<file path="config.mk">
export PLATFORM = sky130hd
export DESIGN_NAME = usart_status_irq
export DESIGN_NICKNAME = d
export VERILOG_FILES = /design/src/hw/usart_status_pkg.sv /design/src/hw/usart_status_irq.sv
export VERILOG_INCLUDE_DIRS = /design/src /design/src/hw
export SDC_FILE = /design/constraint.sdc
export NUM_CORES = 1
export LEC_CHECK = 0
export BUFFER_PORTS_ARGS = -buffer_cell sky130_fd_sc_hd__buf_2
export CORE_ASPECT_RATIO = 1.4
export CORE_MARGIN = 4
export CORE_UTILIZATION = 45
export CTS_CLUSTER_SIZE = 12
export DETAILED_ROUTE_END_ITERATION = 12
export HOLD_SLACK_MARGIN = 0.02
export PLACE_DENSITY = 0.83
export REMOVE_ABC_BUFFERS = 1
export SYNTH_ARGS = -nofsm -noshare
export SYNTH_HDL_FRONTEND = slang
export SYNTH_SLANG_ARGS = --single-unit
</file>
<file path="constraint.sdc">
create_clock -name clk -period 8 [get_ports clk]
set_input_delay 0.8 -clock clk [delete_from_list [all_inputs] [get_ports clk]]
set_output_delay 0.8 -clock clk [all_outputs]
set_load 0.01 [all_outputs]
</file>
<file path="src/hw/usart_status_params.svh">
// offsets, field positions, reset values and masks of the status/irq block
`ifndef USART_STATUS_PARAMS_SVH
`define USART_STATUS_PARAMS_SVH
// ----------------------------------------
// register byte offsets
// ----------------------------------------
`define OFF_STATUS 5'h00
`define OFF_DATA 5'h04
`define OFF_BAUD 5'h08
`define OFF_CTRL1 5'h0C
`define OFF_CTRL2 5'h10
`define OFF_CTRL3 5'h14
`define OFF_GUARD 5'h18
// ----------------------------------------
// status bits
// ----------------------------------------
`define ST_CTS 9
`define ST_LIN 8
`define ST_TXE 7
`define ST_TXC 6
`define ST_RXNE 5
`define ST_IDLE 4
`define ST_ORE 3
`define ST_NE 2
`define ST_FE 1
`define ST_PE 0
`define STATUS_RESET 10'h0C0
// ----------------------------------------
// control bits
// ----------------------------------------
`define C1_PARITY_IRQ_EN 8
`define C1_TXEIEN 7
`define C1_TX_DONE_IRQ_EN 6
`define C1_RXIEN 5
`define C1_IDLE_IRQ_EN 4
`define C2_LIN_MODE_EN 14
`define C2_LINIEN 6
`define C3_CTS_CHANGE_IRQ_EN 10
`define C3_CTS_MONITOR_EN 9
`define C3_DMARX 6
`define C3_MULTI_ERR_IRQ_EN 0
// ----------------------------------------
// writable masks, full and reduced instances
// ----------------------------------------
`define C1_MASK 16'h3FFF
`define C2_MASK_FULL 16'h7F6F
`define C2_MASK_RED 16'h706F
`define C3_MASK_FULL 16'h07FF
`define C3_MASK_RED 16'h00CF
`define CTRL_RESET 16'h0000
`endif

</file>
<file path="src/hw/usart_status_pkg.sv">
// types of the status/irq block
package usart_status_pkg;
	typedef enum logic {BUS_IDLE, BUS_ANSWER} bus_state_t;
	typedef logic [15:0] ctrl_word_t;
endpackage

</file>
<file path="src/hw/usart_status_irq.sv">
// status flags, interrupt request and register file of the serial transceiver
//
// Functional notes
// - irq is OR of enabled events
// - single interrupt line per instance
// - tx empty with its enable raises irq
// - rx not empty with rx enable raises irq
// - overrun, idle, parity, break raise irq
// - error irq only while dma receive on
// - reduced instances omit flow, clock, smartcard
// - all instances keep remaining modes
// - status resets to tx empty, tx done
// - cts change sets bit 9, write zero clears
// - cts flag inert on reduced instances
// - lin break sets bit 8, write zero clears
// - tx empty set at reset, on shift load
// - data write clears tx empty
// - tx done set on frame end with empty
// - rx load sets, zero write or read clears
// - idle, overrun, noise cleared by status-data reads
`timescale 1ns/1ps
`include "usart_status_params.svh"

module usart_status_irq #(
	parameter bit FULL_INSTANCE = 1'b1,
	parameter int DATA_W = 9
)(
	input wire logic clk,
	input wire logic rst,
	input wire logic clk_en,
	input wire logic [4:0] avs_address,
	input wire logic avs_read,
	input wire logic avs_write,
	input wire logic [31:0] avs_writedata,
	input wire logic [3:0] avs_byteenable,
	output logic [31:0] avs_readdata,
	output logic avs_waitrequest,
	input wire logic clear_to_send_in_n,
	input wire logic tx_shift_load,
	input wire logic tx_frame_end,
	input wire logic rx_load,
	input wire logic [DATA_W-1:0] rx_word,
	input wire logic idle_event,
	input wire logic parity_event,
	input wire logic noise_event,
	input wire logic framing_event,
	input wire logic break_event,
	output logic [DATA_W-1:0] tx_word,
	output logic tx_word_write,
	output logic rx_word_read,
	output logic [15:0] baud_divider,
	output logic [15:0] control_one,
	output logic [15:0] control_two,
	output logic [15:0] control_three,
	output logic [15:0] guard_time_prescaler,
	output logic irq
);
	// ----------------------------------------
	// bus decode
	// ----------------------------------------
	usart_status_pkg::bus_state_t state_r;
	usart_status_pkg::bus_state_t state_nxt;
	logic wait_r;
	logic [31:0] rdata_r;
	logic [31:0] rdata_nxt;
	wire req = avs_read | avs_write;
	wire acc = req & ~wait_r;
	wire wr = acc & avs_write;
	wire rd = acc & avs_read;
	wire [31:0] be_mask = {{8{avs_byteenable[3]}}, {8{avs_byteenable[2]}},
		{8{avs_byteenable[1]}}, {8{avs_byteenable[0]}}};
	wire [31:0] wd_m = avs_writedata & be_mask;
	wire sel_sts = avs_address == `OFF_STATUS;
	wire sel_dat = avs_address == `OFF_DATA;
	wire sel_brd = avs_address == `OFF_BAUD;
	wire sel_c1 = avs_address == `OFF_CTRL1;
	wire sel_c2 = avs_address == `OFF_CTRL2;
	wire sel_c3 = avs_address == `OFF_CTRL3;
	wire sel_gtp = avs_address == `OFF_GUARD;
	wire wr_sts = wr & sel_sts;
	wire wr_dat = wr & sel_dat & avs_byteenable[0];
	wire rd_sts = rd & sel_sts;
	wire rd_dat = rd & sel_dat;

	// ----------------------------------------
	// instance trimming
	// ----------------------------------------
	wire [15:0] c2_mask = FULL_INSTANCE ? `C2_MASK_FULL : `C2_MASK_RED;
	wire [15:0] c3_mask = FULL_INSTANCE ? `C3_MASK_FULL : `C3_MASK_RED;

	// ----------------------------------------
	// pin synchroniser and change detect
	// ----------------------------------------
	logic cts_s1_r;
	logic cts_s2_r;
	logic cts_s3_r;
	always_ff @(posedge clk or posedge rst)
	begin
		if (rst)
		begin
			cts_s1_r <= 1'b1;
			cts_s2_r <= 1'b1;
			cts_s3_r <= 1'b1;
		end
		else if (clk_en)
		begin
			cts_s1_r <= clear_to_send_in_n;
			cts_s2_r <= cts_s1_r;
			cts_s3_r <= cts_s2_r;
		end
	end
	wire cts_mon = FULL_INSTANCE & control_three[`C3_CTS_MONITOR_EN];
	wire cts_set = cts_mon & (cts_s2_r ^ cts_s3_r);

	// ----------------------------------------
	// status flags
	// ----------------------------------------
	logic [9:0] sts_r;
	logic [9:0] sts_nxt;
	logic armed_r;
	wire seq_clr = rd_dat & armed_r;
	// write zero clears, write one keeps
	wire [9:0] wz = wr_sts & avs_byteenable[0] ? ~wd_m[9:0] : 10'h000;
	wire wz_hi = wr_sts & avs_byteenable[1];
	wire clr_cts = wz_hi & ~wd_m[`ST_CTS];
	wire clr_lin = wz_hi & ~wd_m[`ST_LIN];
	wire clr_txc = wz[`ST_TXC];
	wire clr_rxne = wz[`ST_RXNE] | rd_dat;
	wire set_lin = break_event & control_two[`C2_LIN_MODE_EN];
	wire set_txc = tx_frame_end & sts_r[`ST_TXE];
	wire set_ore = rx_load & sts_r[`ST_RXNE];
	always_comb
	begin
		sts_nxt = sts_r;
		// set wins over clear in every flag
		sts_nxt[`ST_CTS] = cts_set | (sts_r[`ST_CTS] & ~clr_cts);
		sts_nxt[`ST_LIN] = set_lin | (sts_r[`ST_LIN] & ~clr_lin);
		sts_nxt[`ST_TXE] = tx_shift_load | (sts_r[`ST_TXE] & ~wr_dat);
		sts_nxt[`ST_TXC] = set_txc | (sts_r[`ST_TXC] & ~clr_txc);
		sts_nxt[`ST_RXNE] = rx_load | (sts_r[`ST_RXNE] & ~clr_rxne);
		sts_nxt[`ST_IDLE] = idle_event | (sts_r[`ST_IDLE] & ~seq_clr);
		sts_nxt[`ST_ORE] = set_ore | (sts_r[`ST_ORE] & ~seq_clr);
		sts_nxt[`ST_NE] = noise_event | (sts_r[`ST_NE] & ~seq_clr);
		sts_nxt[`ST_FE] = framing_event | (sts_r[`ST_FE] & ~seq_clr);
		sts_nxt[`ST_PE] = parity_event | (sts_r[`ST_PE] & ~seq_clr);
	end
	always_ff @(posedge clk or posedge rst)
	begin
		if (rst)
			sts_r <= `STATUS_RESET;
		else if (clk_en)
			sts_r <= sts_nxt;
	end
	// status read arms the data-read clear, any other access disarms
	always_ff @(posedge clk or posedge rst)
	begin
		if (rst)
			armed_r <= 1'b0;
		else if (clk_en && acc)
			armed_r <= rd_sts;
	end

	// ----------------------------------------
	// control, baud, guard and data registers
	// ----------------------------------------
	logic [DATA_W-1:0] rxd_r;
	always_ff @(posedge clk or posedge rst)
	begin
		if (rst)
		begin
			baud_divider <= `CTRL_RESET;
			control_one <= `CTRL_RESET;
			control_two <= `CTRL_RESET;
			control_three <= `CTRL_RESET;
			guard_time_prescaler <= `CTRL_RESET;
		end
		else if (clk_en && wr)
		begin
			if (sel_brd)
				baud_divider <= (baud_divider & ~be_mask[15:0]) | wd_m[15:0];
			if (sel_c1)
				control_one <= ((control_one & ~be_mask[15:0]) | wd_m[15:0]) & `C1_MASK;
			if (sel_c2)
				control_two <= ((control_two & ~be_mask[15:0]) | wd_m[15:0]) & c2_mask;
			if (sel_c3)
				control_three <= ((control_three & ~be_mask[15:0]) | wd_m[15:0]) & c3_mask;
			if (sel_gtp)
				guard_time_prescaler <= (guard_time_prescaler & ~be_mask[15:0]) | wd_m[15:0];
		end
	end
	always_ff @(posedge clk or posedge rst)
	begin
		if (rst)
		begin
			tx_word <= '0;
			tx_word_write <= 1'b0;
			rx_word_read <= 1'b0;
			rxd_r <= '0;
		end
		else if (clk_en)
		begin
			tx_word_write <= wr_dat;
			rx_word_read <= rd_dat;
			if (wr_dat)
				tx_word <= avs_writedata[DATA_W-1:0];
			if (rx_load)
				rxd_r <= rx_word;
		end
	end

	// ----------------------------------------
	// interrupt combine
	// ----------------------------------------
	wire ev_txe = sts_r[`ST_TXE] & control_one[`C1_TXEIEN];
	wire ev_cts = sts_r[`ST_CTS] & control_three[`C3_CTS_CHANGE_IRQ_EN];
	wire ev_txc = sts_r[`ST_TXC] & control_one[`C1_TX_DONE_IRQ_EN];
	wire ev_rx = (sts_r[`ST_RXNE] | sts_r[`ST_ORE]) & control_one[`C1_RXIEN];
	wire ev_idle = sts_r[`ST_IDLE] & control_one[`C1_IDLE_IRQ_EN];
	wire ev_pe = sts_r[`ST_PE] & control_one[`C1_PARITY_IRQ_EN];
	wire ev_lin = sts_r[`ST_LIN] & control_two[`C2_LINIEN];
	wire err_any = sts_r[`ST_NE] | sts_r[`ST_ORE] | sts_r[`ST_FE];
	wire ev_err = err_any & control_three[`C3_MULTI_ERR_IRQ_EN] & control_three[`C3_DMARX];
	wire irq_nxt = ev_txe | ev_cts | ev_txc | ev_rx | ev_idle | ev_pe | ev_lin | ev_err;
	always_ff @(posedge clk or posedge rst)
	begin
		if (rst)
			irq <= 1'b0;
		else if (clk_en)
			irq <= irq_nxt;
	end

	// ----------------------------------------
	// read mux and bus handshake
	// ----------------------------------------
	always_comb
	begin
		rdata_nxt = 32'h0000_0000;
		if (sel_sts)
			rdata_nxt = {22'h000000, sts_r};
		if (sel_dat)
			rdata_nxt = {{(32-DATA_W){1'b0}}, rxd_r};
		if (sel_brd)
			rdata_nxt = {16'h0000, baud_divider};
		if (sel_c1)
			rdata_nxt = {16'h0000, control_one};
		if (sel_c2)
			rdata_nxt = {16'h0000, control_two};
		if (sel_c3)
			rdata_nxt = {16'h0000, control_three};
		if (sel_gtp)
			rdata_nxt = {16'h0000, guard_time_prescaler};
	end
	always_comb
	begin
		state_nxt = state_r;
		unique case (state_r)
			usart_status_pkg::BUS_IDLE:
				if (req)
					state_nxt = usart_status_pkg::BUS_ANSWER;
			usart_status_pkg::BUS_ANSWER:
				state_nxt = usart_status_pkg::BUS_IDLE;
		endcase
	end
	always_ff @(posedge clk or posedge rst)
	begin
		if (rst)
		begin
			state_r <= usart_status_pkg::BUS_IDLE;
			wait_r <= 1'b1;
			rdata_r <= 32'h0000_0000;
		end
		else if (clk_en)
		begin
			state_r <= state_nxt;
			wait_r <= state_nxt != usart_status_pkg::BUS_ANSWER;
			if (state_r == usart_status_pkg::BUS_IDLE && avs_read)
				rdata_r <= rdata_nxt;
		end
	end
	assign avs_waitrequest = wait_r;
	assign avs_readdata = rdata_r;
endmodule

</file>
==> reports/qor.csv, run 1 <==
stage;metric;value;unit
outcome;status;finished, final reports clean;
yosys;Synth Area in XOR/XNOR;0.153;%
cts;post_cts resized;0;
critical_path;crit path kind;input pin to flip-flop;
final_layout;commonest non-fill, non-tap cells in the layout;buf_2 (144), dfrtp_1 (117), mux2_2 (88);
power;Int Pwr;1290;µW
cts;Hold Buf Count CTS;0;
floorplan;initial core utilization;46.2;%
critical_path;Req. time, crit path;8.28;ns
detailed_routing;Vias;4394;
critical_path;CP Cell Sequence;buf_2, nor3_2, and3_1, and2_1, mux2_2;
final_layout;Util after Layout;57.2;%
timing;final worst slack;5.12;ns
timing;Max Transition Viols Final;0;
yosys;share of flip-flops with an asynchronous set or reset;100;%
floorplan;core area;0.0124;mm²
place;DP Wirelength;11800;µm
floorplan;Die ar.;0.0146;mm²
critical_path;Critical path origin;avs_address[2];
global_routing;met1 Use GR;28.3;%
yosys;mux share of post-synthesis cell area;20.5;%
critical_path;Arrival @ worst endpoint;3.17;ns
detailed_routing;length of the first detailed-routing pass in iterations;5;
critical_path;Critical Path End Type;flip-flop;
power;Pleak;0.00366;µW
final_layout;most common cell after layout, fill and taps aside;buf_2;
yosys;Synth Area in Compound Gates;11.6;%
timing;Final Setup Violations;0;
yosys;largest family of logic cells by synthesized area;multiplexers;
global_routing;vias in the first global route;4513;
final_layout;n_diodes;0;
cts;CTS tree;done;
power;overall power;1710;µW
global_routing;GR Layer Usage met2;39.1;%
global_routing;busiest grt layer;met2;
timing;Fin. Hold Viols;0;
yosys;YS warnings;0;
final_layout;layout cell share with drive strength beyond 1;47.0;%
cts;clock root cell;clkbuf_16;
cts;clk sinks;123;
detailed_routing;DRT iter0 DRCs;439;
timing;setup TNS;0;ns
timing;Max Fclk;347;MHz
power;ratio of total power to cell area;241;mW/mm²
yosys;Seq/Total Area, Yosys;54.0;%
global_routing;largest net degree at the start of global routing;90;
power;sequential share of power;41.3;%
yosys;Post-synth EDFFs;0;
detailed_routing;Wirelength per Cell;21.4;µm
floorplan;Die Y;141;µm
timing;clock skew;0.00571;ns
yosys;adder-cell share of the synthesized area;0;%
critical_path;Worst Path Max Fanout;34;
cts;Setup Buffers After CTS;0;
yosys;synthesized instance count;465;
floorplan;num ports;189;
cts;CTS Buffer Depth;2;
critical_path;max incr delay on CP;0.55;ns
critical_path;FF-to-FF path depth;5;
power;Comb power frac;10.7;%
floorplan;Die W;103;µm
critical_path;R2R setup slack;5.64;ns
power;Net Sw Frac;24.4;%
power;clock network fraction of total power;47.9;%
global_routing;Total GRT Usage;23.0;%
place;RD Place Congestion;0.892;
yosys;Synth Area in Simple Gates;8.23;%
detailed_routing;Antenna Nets Post-Route;0;
global_routing;GRT met3 Usage;6.35;%
place;Port Buf Inserts;144;
global_routing;global-route wire length before repair;25200;µm
power;sw power;416;µW
yosys;Top FF cell, synth;dfrtp_1;
detailed_routing;Vias/cell;5.70;
hold_path;hold crit path type;input pin to asynchronous set/reset pin;
timing;period utilisation layout;36.0;%
timing;Slew @ Worst Pin;1.13;ns
timing;minimum clock period after layout;2.88;ns
cts;H-tree depth;4;
critical_path;FF-to-FF End;avs_readdata[3];
cts;Clock transition at path regs;0.05;ns
critical_path;CP startpoint kind;input pin;
place;Place WS;4.73;ns
final_layout;Layout Nets;672;
cts;CTS buffer count;17;
flow_run;Max Cap Viol;0;
final_layout;filler instances;1041;
global_routing;initial antenna violation count;0;
final_layout;Layout area overhead;23.7;%
yosys;Netlist Area Pre-Place;0.00572;mm²
critical_path;crit path max-delay cell type;and3_1;
floorplan;Rows;48;
global_routing;grt ovf;0;
yosys;Synth Register Bits;123;
yosys;Distinct cells, synth;51;
power;maximum VDD drop;199;µV
timing;RSZ-0062 raised after global routing;no;
yosys;average size of a mapped cell;12.3;µm²
detailed_routing;WL final;16500;µm
critical_path;Worst R2R Start;state_r;
cts;worst skew pair latency;0.41;ns
detailed_routing;drt drc;0;
timing;slew margin rel.;24.8;%
## critical path: cells and delay by family
kind | cells | cell delay, ns
buffers and inverters | 1 | 0.32
and+or+nand+nor | 3 | 1.62
muxes | 1 | 0.41
## cell type report
cell class              instances  area (µm²)  share of cell area (%)
flip-flops and latches        123        3090                    43.6
multi-input cells             316        2410                    34.1
repair buffers                145         728                    10.3
clock buffers                  21         470                    6.65
well taps                     150         188                    2.65
clock inverters                11         166                    2.35
inverters                       5        21.3                   0.301
## synthesized netlist by cell type, types with 6 or more instances
| cell | count | area (µm²) |
|---|---|---|
| a21oi_1 | 12 | 60.1 |
| a221oi_1 | 12 | 105 |
| a22o_1 | 10 | 87.6 |
| and3_1 | 7 | 43.8 |
| buf_4 | 29 | 218 |
| clkbuf_1 | 11 | 41.3 |
| dfrtp_1 | 117 | 2930 |
| dfstp_2 | 6 | 158 |
| mux2_2 | 88 | 991 |
| mux2_4 | 8 | 120 |
| nand2_1 | 26 | 97.6 |
| nand3_1 | 6 | 30.0 |
| nor2_1 | 29 | 109 |
| o21ai_0 | 23 | 115 |
| o221ai_1 | 6 | 52.6 |
| o22a_1 | 6 | 52.6 |
| o22ai_1 | 8 | 50.1 |
## logic make-up after synthesis
logic type / count (synthesis)
XOR/XNOR: 1
AND/OR/NAND/NOR: 94
other: 1
AO/OA/AOI/OAI: 94
buffers and inverters: 51
multiplexers: 101
flip-flops: 123
## layer usage
layer,wire length (µm),vias to the layer above
li1,-,1946
met1,6070,2178
met2,8560,237
met3,1460,33
met4,378,0
met5,0,-
## metrics by stage
step	cells	instance area, µm²	hold slack, ns
finish	771	7070	0.398
detailed placement	739	6430	0.464
global placement	739	6430	0.453
floorplan	444	5520	0.460
global route	771	7070	0.435
CTS	771	7070	0.415
## power by group through the flow
stage	sequential, µW	combinational [µW]	clock (µW)
after global placement	712	179	0
after floorplan	720	85.9	0
after global routing	709	202	856
after detailed placement	715	184	0
final	705	183	819
after CTS	704	185	826
## worst min path at each step
stage	to	depth (start not counted)	slack (ns)	startpoint
final	tx_word[0]	2	0.40	rst
after global routing	tx_word[0]	2	0.44	rst
after CTS	tx_word[0]	2	0.41	rst
after detailed placement	avs_readdata[10]	2	0.46	avs_readdata[10]
after global placement	avs_readdata[10]	2	0.45	avs_readdata[10]
after floorplan	sts_r[6]	2	0.46	sts_r[6]
Power figures use the tool's default switching activity.
==> inputs of run 2 (changes only) <==
==> constraint.sdc (replaced) <==
create_clock -name clk -period 2.71 [get_ports clk]
set_input_delay 0.271 -clock clk [delete_from_list [all_inputs] [get_ports clk]]
set_output_delay 0.271 -clock clk [all_outputs]
set_load 0.01 [all_outputs]
==> run 2 against run 1 <==
Final area up 1.3%. Sequential power rose to 3.0 times the previous value. Clock-buffer cell count up 1. Clock skew up 0.0019 ns. First-iteration DRC count down 15%. Largest cell class unchanged. Clock power rose to 3.0 times the previous value. Worst setup slack worse by 4.6 ns. Combinational power rose to 3.1 times the previous value. Sequential share of layout area down 0.56 points. Sequential cell count unchanged. Total power rose to 3.0 times the previous value. Via count up 2.8%.
==> reports/qor.csv, run 2 (synthesized netlist as in run 1, its figures left out) <==
stage;metric;value;unit
final_layout;area of the multi-input gates;0.00241;mm²
timing;worst hold slack;0.0857;ns
critical_path;crit path max-delay cell type;nor2_2;
critical_path;max incr delay on CP;0.45;ns
outcome;status;finished, final reports clean;
floorplan;num ports;189;
place;DP Wirelength;12300;µm
detailed_routing;met3 WL post-DR;1590;µm
power;ratio of total power to cell area;709;mW/mm²
global_routing;global-route wire length before repair;25800;µm
timing;Final Setup Violations;0;
floorplan;Die ar.;0.0146;mm²
floorplan;Die Y;141;µm
place;dpl cell area;0.00652;mm²
place;Port Buf Inserts;144;
timing;Fin. Hold Viols;0;
detailed_routing;WL final;16900;µm
detailed_routing;highest metal used;met4;
cts;Clock transition at path regs;0.06;ns
detailed_routing;Vias;4519;
detailed_routing;met2 routed WL;8650;µm
power;maximum VDD drop;453;µV
floorplan;core area;0.0124;mm²
flow_run;Max Cap Viol;0;
critical_path;Arrival @ worst endpoint;2.44;ns
place;RD Place Congestion;0.899;
global_routing;initial antenna violation count;0;
timing;Slew @ Worst Pin;0.655;ns
final_layout;most common cell after layout, fill and taps aside;buf_2;
floorplan;initial core utilization;46.2;%
hold_path;hold crit path type;input pin to flip-flop;
detailed_routing;length of the first detailed-routing pass in iterations;5;
cts;CTS Buffer Depth;2;
critical_path;Critical Path End Type;flip-flop;
final_layout;filler instances;1042;
cts;post_cts resized;0;
detailed_routing;M1 WL;6140;µm
global_routing;grt ovf;0;
detailed_routing;Vias/cell;5.79;
detailed_routing;DRT iter0 DRCs;375;
global_routing;Total GRT Usage;23.7;%
cts;clock root cell;clkbuf_16;
timing;minimum clock period after layout;2.15;ns
timing;Max Transition Viols Final;0;
timing;clock skew;0.00766;ns
cts;worst skew pair latency;0.41;ns
critical_path;Worst Path Max Fanout;8;
timing;Max Fclk;466;MHz
cts;H-tree depth;4;
final_layout;layout cell share with drive strength beyond 1;47.5;%
global_routing;largest net degree at the start of global routing;53;
final_layout;commonest non-fill, non-tap cells in the layout;buf_2 (144), dfrtp_1 (117), mux2_2 (88);
critical_path;Req. time, crit path;3.01;ns
final_layout;Layout Nets;682;
timing;period utilisation layout;79.2;%
timing;RSZ-0062 raised after global routing;no;
critical_path;CP startpoint kind;flip-flop;
cts;CTS tree;done;
timing;slew margin rel.;56.4;%
timing;setup TNS;0;ns
cts;clk sinks;123;
critical_path;crit path kind;flip-flop to flip-flop;
final_layout;register area;0.00309;mm²
critical_path;CP Cell Sequence;and2b_1, and3_1, nand2_1, nor2_2, mux2_2;
floorplan;Rows;48;
final_layout;cell area after layout;0.00716;mm²
detailed_routing;Antenna Nets Post-Route;0;
global_routing;vias in the first global route;4677;
cts;CTS buffer count;17;
final_layout;Layout area overhead;25.3;%
floorplan;Die W;103;µm
detailed_routing;drt drc;0;
power;Pleak;0.00371;µW
final_layout;n_diodes;0;
detailed_routing;Wirelength per Cell;21.7;µm
run 2: cell types whose count changed in the layout (fill, tap and decap cells not counted), sizes merged:
cell / delta
clkinvlp: +1
clkbuf: +1
dlygate4sd3: +1
buf: +9
clkinv: -2
run 2: area by class of cell:
type / instances / share of cell area [%]
Sequential cell: 123 / 43.1
Multi-Input combinational cell: 316 / 33.7
Timing Repair Buffer: 155 / 11.4
Clock buffer: 22 / 6.62
Tap cell: 150 / 2.62
Clock inverter: 10 / 2.29
Inverter: 5 / 0.297
run 2: stage by stage:
| stage | std cells | power, µW | util, % | worst slack (ns) |
|---|---|---|---|---|
| 2_1_floorplan | 444 | 2380 | - | -0.822 |
| 6_report | 781 | 5080 | 57.9 | 0.565 |
| 3_3_place_gp | 748 | 2640 | 52.7 | 0.380 |
| 5_1_grt | 781 | 5260 | 57.9 | 0.527 |
| 3_5_place_dp | 748 | 2670 | 52.7 | 0.329 |
| 4_1_cts | 781 | 5110 | 57.9 | 0.596 |
run 2: path summary, 6_finish.rpt:
path                                  from  cells past startpoint  slack (ns)                          to
max reg2reg                avs_waitrequest                      5        0.56                   flip-flop
max                        avs_waitrequest                      5        0.56                   flip-flop
min                           tx_frame_end                      3        0.09                    sts_r[6]
min in group asynchronous              rst                      3        0.52  asynchronous set/reset pin
min reg2reg                avs_readdata[4]                      2        0.48             avs_readdata[4]
max in group asynchronous              rst                      4        1.37                    rxd_r[3]
run 2: what timing repair did:
| item | 4_1_cts | 5_1_grt |
|---|---|---|
| hold buffers | 1 | 0 |
| buffers inserted | 0 | 0 |
| endpoints found under the hold margin | 50 | 0 |
run 2: metal layers:
metal | vias up | global-route usage (%)
li1 | 1968 | -
met3 | 50 | 7.08
met2 | 267 | 39.9
met4 | 0 | 9.82
met5 | - | 0
met1 | 2234 | 27.9
run 2: power breakdown:
group          leakage, µW  switching (µW)  internal [µW]
Clock             0.000299             827           1610
Sequential         0.00161             107           1980
Combinational      0.00180             322            237
Total              0.00371            1260           3830
run 2: critical path, delay by kind of cell (launching register included):
family | cells | cell delay, ns
flip-flops | 1 | 0.37
multiplexers | 1 | 0.41
AND/OR/NAND/NOR | 4 | 1.24
==> inputs of run 3 (changes only) <==
--- a/config.mk
+++ b/config.mk
@@ -13,7 +13,7 @@
 export CTS_CLUSTER_SIZE = 12
 export DETAILED_ROUTE_END_ITERATION = 12
 export HOLD_SLACK_MARGIN = 0.02
-export PLACE_DENSITY = 0.83
+export PLACE_DENSITY = 0.86
 export REMOVE_ABC_BUFFERS = 1
 export SYNTH_ARGS = -nofsm -noshare
 export SYNTH_HDL_FRONTEND = slang
==> constraint.sdc (replaced) <==
create_clock -name clk -period 1.9 [get_ports clk]
set_input_delay 0.19 -clock clk [delete_from_list [all_inputs] [get_ports clk]]
set_output_delay 0.19 -clock clk [all_outputs]
set_load 0.01 [all_outputs]
==> run 3 against run 2 <==
Sequential share of layout area down 1.3 points. First-iteration DRC count up 2.4%. Total power up 34%. Highest routed layer unchanged. Final area up 3.1%. Sequential cell count unchanged. Largest cell class unchanged.
==> reports/qor.csv, run 3 (synthesized netlist as in run 1, its figures left out) <==
stage;metric;value;unit
outcome;status;finished, final reports clean;
hold_path;hold depth;2;
timing;slew margin rel.;62.9;%
detailed_routing;Vias/cell;5.68;
place;RD Place Congestion;0.866;
critical_path;R2R setup slack;0.09;ns
final_layout;layout cell share with drive strength beyond 1;48.4;%
timing;RSZ-0062 raised after global routing;no;
cts;Clock transition at path regs;0.05;ns
global_routing;vias in the first global route;4871;
timing;minimum clock period after layout;1.81;ns
timing;final worst slack;0.0896;ns
cts;CTS tree;done;
global_routing;largest net degree at the start of global routing;42;
place;DP Wirelength;12800;µm
timing;Slew @ Worst Pin;0.556;ns
final_layout;area of the multi-input gates;0.00243;mm²
timing;period utilisation layout;95.3;%
hold_path;hold crit path type;input pin to flip-flop;
final_layout;Non-Filler Instances;812;
power;ratio of total power to cell area;925;mW/mm²
final_layout;register area;0.00309;mm²
timing;Max Transition Viols Final;0;
timing;Final Setup Violations;0;
critical_path;crit path kind;flip-flop to flip-flop;
place;dpl cell area;0.00670;mm²
hold_path;hold_sp;framing_event;
timing;Max Fclk;552;MHz
hold_path;WHS Endpoint;sts_r[1];
critical_path;CP startpoint kind;flip-flop;
detailed_routing;Vias;4616;
final_layout;filler instances;1017;
cts;CTS buffer count;17;
floorplan;Die ar.;0.0146;mm²
critical_path;Req. time, crit path;2.19;ns
detailed_routing;WL final;17500;µm
floorplan;num ports;189;
critical_path;Arrival @ worst endpoint;2.10;ns
detailed_routing;DRT iter0 DRCs;384;
power;maximum VDD drop;487;µV
floorplan;Die Y;141;µm
cts;clk sinks;123;
final_layout;most common cell after layout, fill and taps aside;buf_2;
detailed_routing;drt drc;0;
place;Place WS;-0.0190;ns
place;placed instance count;767;
detailed_routing;Wirelength per Cell;21.5;µm
detailed_routing;length of the first detailed-routing pass in iterations;6;
critical_path;FF-to-FF path depth;4;
global_routing;global-route wire length before repair;26700;µm
cts;worst skew pair latency;0.41;ns
final_layout;commonest non-fill, non-tap cells in the layout;buf_2 (144), dfrtp_1 (117), mux2_2 (88);
cts;clock root cell;clkbuf_16;
critical_path;Critical Path End Type;flip-flop;
global_routing;grt ovf;0;
timing;Fin. Hold Viols;0;
critical_path;Worst Path Max Fanout;6;
cts;H-tree depth;4;
critical_path;Worst R2R Start;avs_waitrequest;
power;Pleak;0.00384;µW
detailed_routing;Antenna Nets Post-Route;0;
floorplan;initial core utilization;46.2;%
critical_path;Critical path origin;avs_waitrequest;
floorplan;core area;0.0124;mm²
global_routing;Total GRT Usage;24.5;%
final_layout;cell area after layout;0.00738;mm²
final_layout;Layout area overhead;29.1;%
timing;setup TNS;0;ns
floorplan;Die W;103;µm
flow_run;Max Cap Viol;0;
global_routing;initial antenna violation count;1;
timing;clock skew;0.00743;ns
place;Port Buf Inserts;144;
floorplan;Rows;48;
cts;Setup Buffers After CTS;0;
final_layout;Layout Nets;712;
cts;CTS Buffer Depth;2;
-- run 3: power by group --
| group | internal, µW | total [µW] | switching [µW] |
|---|---|---|---|
| Combinational | 370 | 835 | 466 |
| Sequential | 2820 | 2980 | 156 |
| Clock | 1890 | 3020 | 1130 |
| Total | 5080 | 6830 | 1750 |
-- run 3: stage by stage --
step	util, %	hold WS (ns)	power (µW)
2_1_floorplan	-	0.289	3390
5_1_grt	59.7	0.0213	7090
6_report	59.7	0.0343	6830
3_3_place_gp	54.1	0.271	3790
4_1_cts	59.6	0.0234	6870
3_5_place_dp	54.1	0.284	3830
-- run 3: worst max-delay path by stage --
stage / endpoint / cells after the start
final: flip-flop / 4
after global routing: flip-flop / 6
after CTS: flip-flop / 4
after detailed placement: flip-flop / 4
after global placement: flip-flop / 4
after floorplan: asynchronous set/reset pin / 1
-- run 3: per-layer routing --
layer,share of wire [%],GRT usage (%)
met1,37,29.4
met2,49,39.5
met3,8.7,6.35
met4,5.4,13.8
met5,0,0
-- run 3: cell type report --
cell class	count	share of cell area [%]
well taps	150	2.54
clock buffers	24	6.52
flip-flops and latches	123	41.8
repair buffers	185	15.0
diodes	1	0.0339
clock inverters	8	0.949
inverters	5	0.288
multi-input cells	316	32.9
-- run 3: critical path, stage by stage, from the launching register on --
cell and delay [ns]:
dfstp_2 0.53, and2b_1 0.20, and3_1 0.24, nand2_1 0.32, mux2_2 0.39
-- run 3: what timing repair did --
item | 4_1_cts | 5_1_grt
hold buffers | 12 | 0
endpoints found under the hold margin | 46 | 0
resized for setup | 3 | 2
setup endpoints to repair | 17 | 19
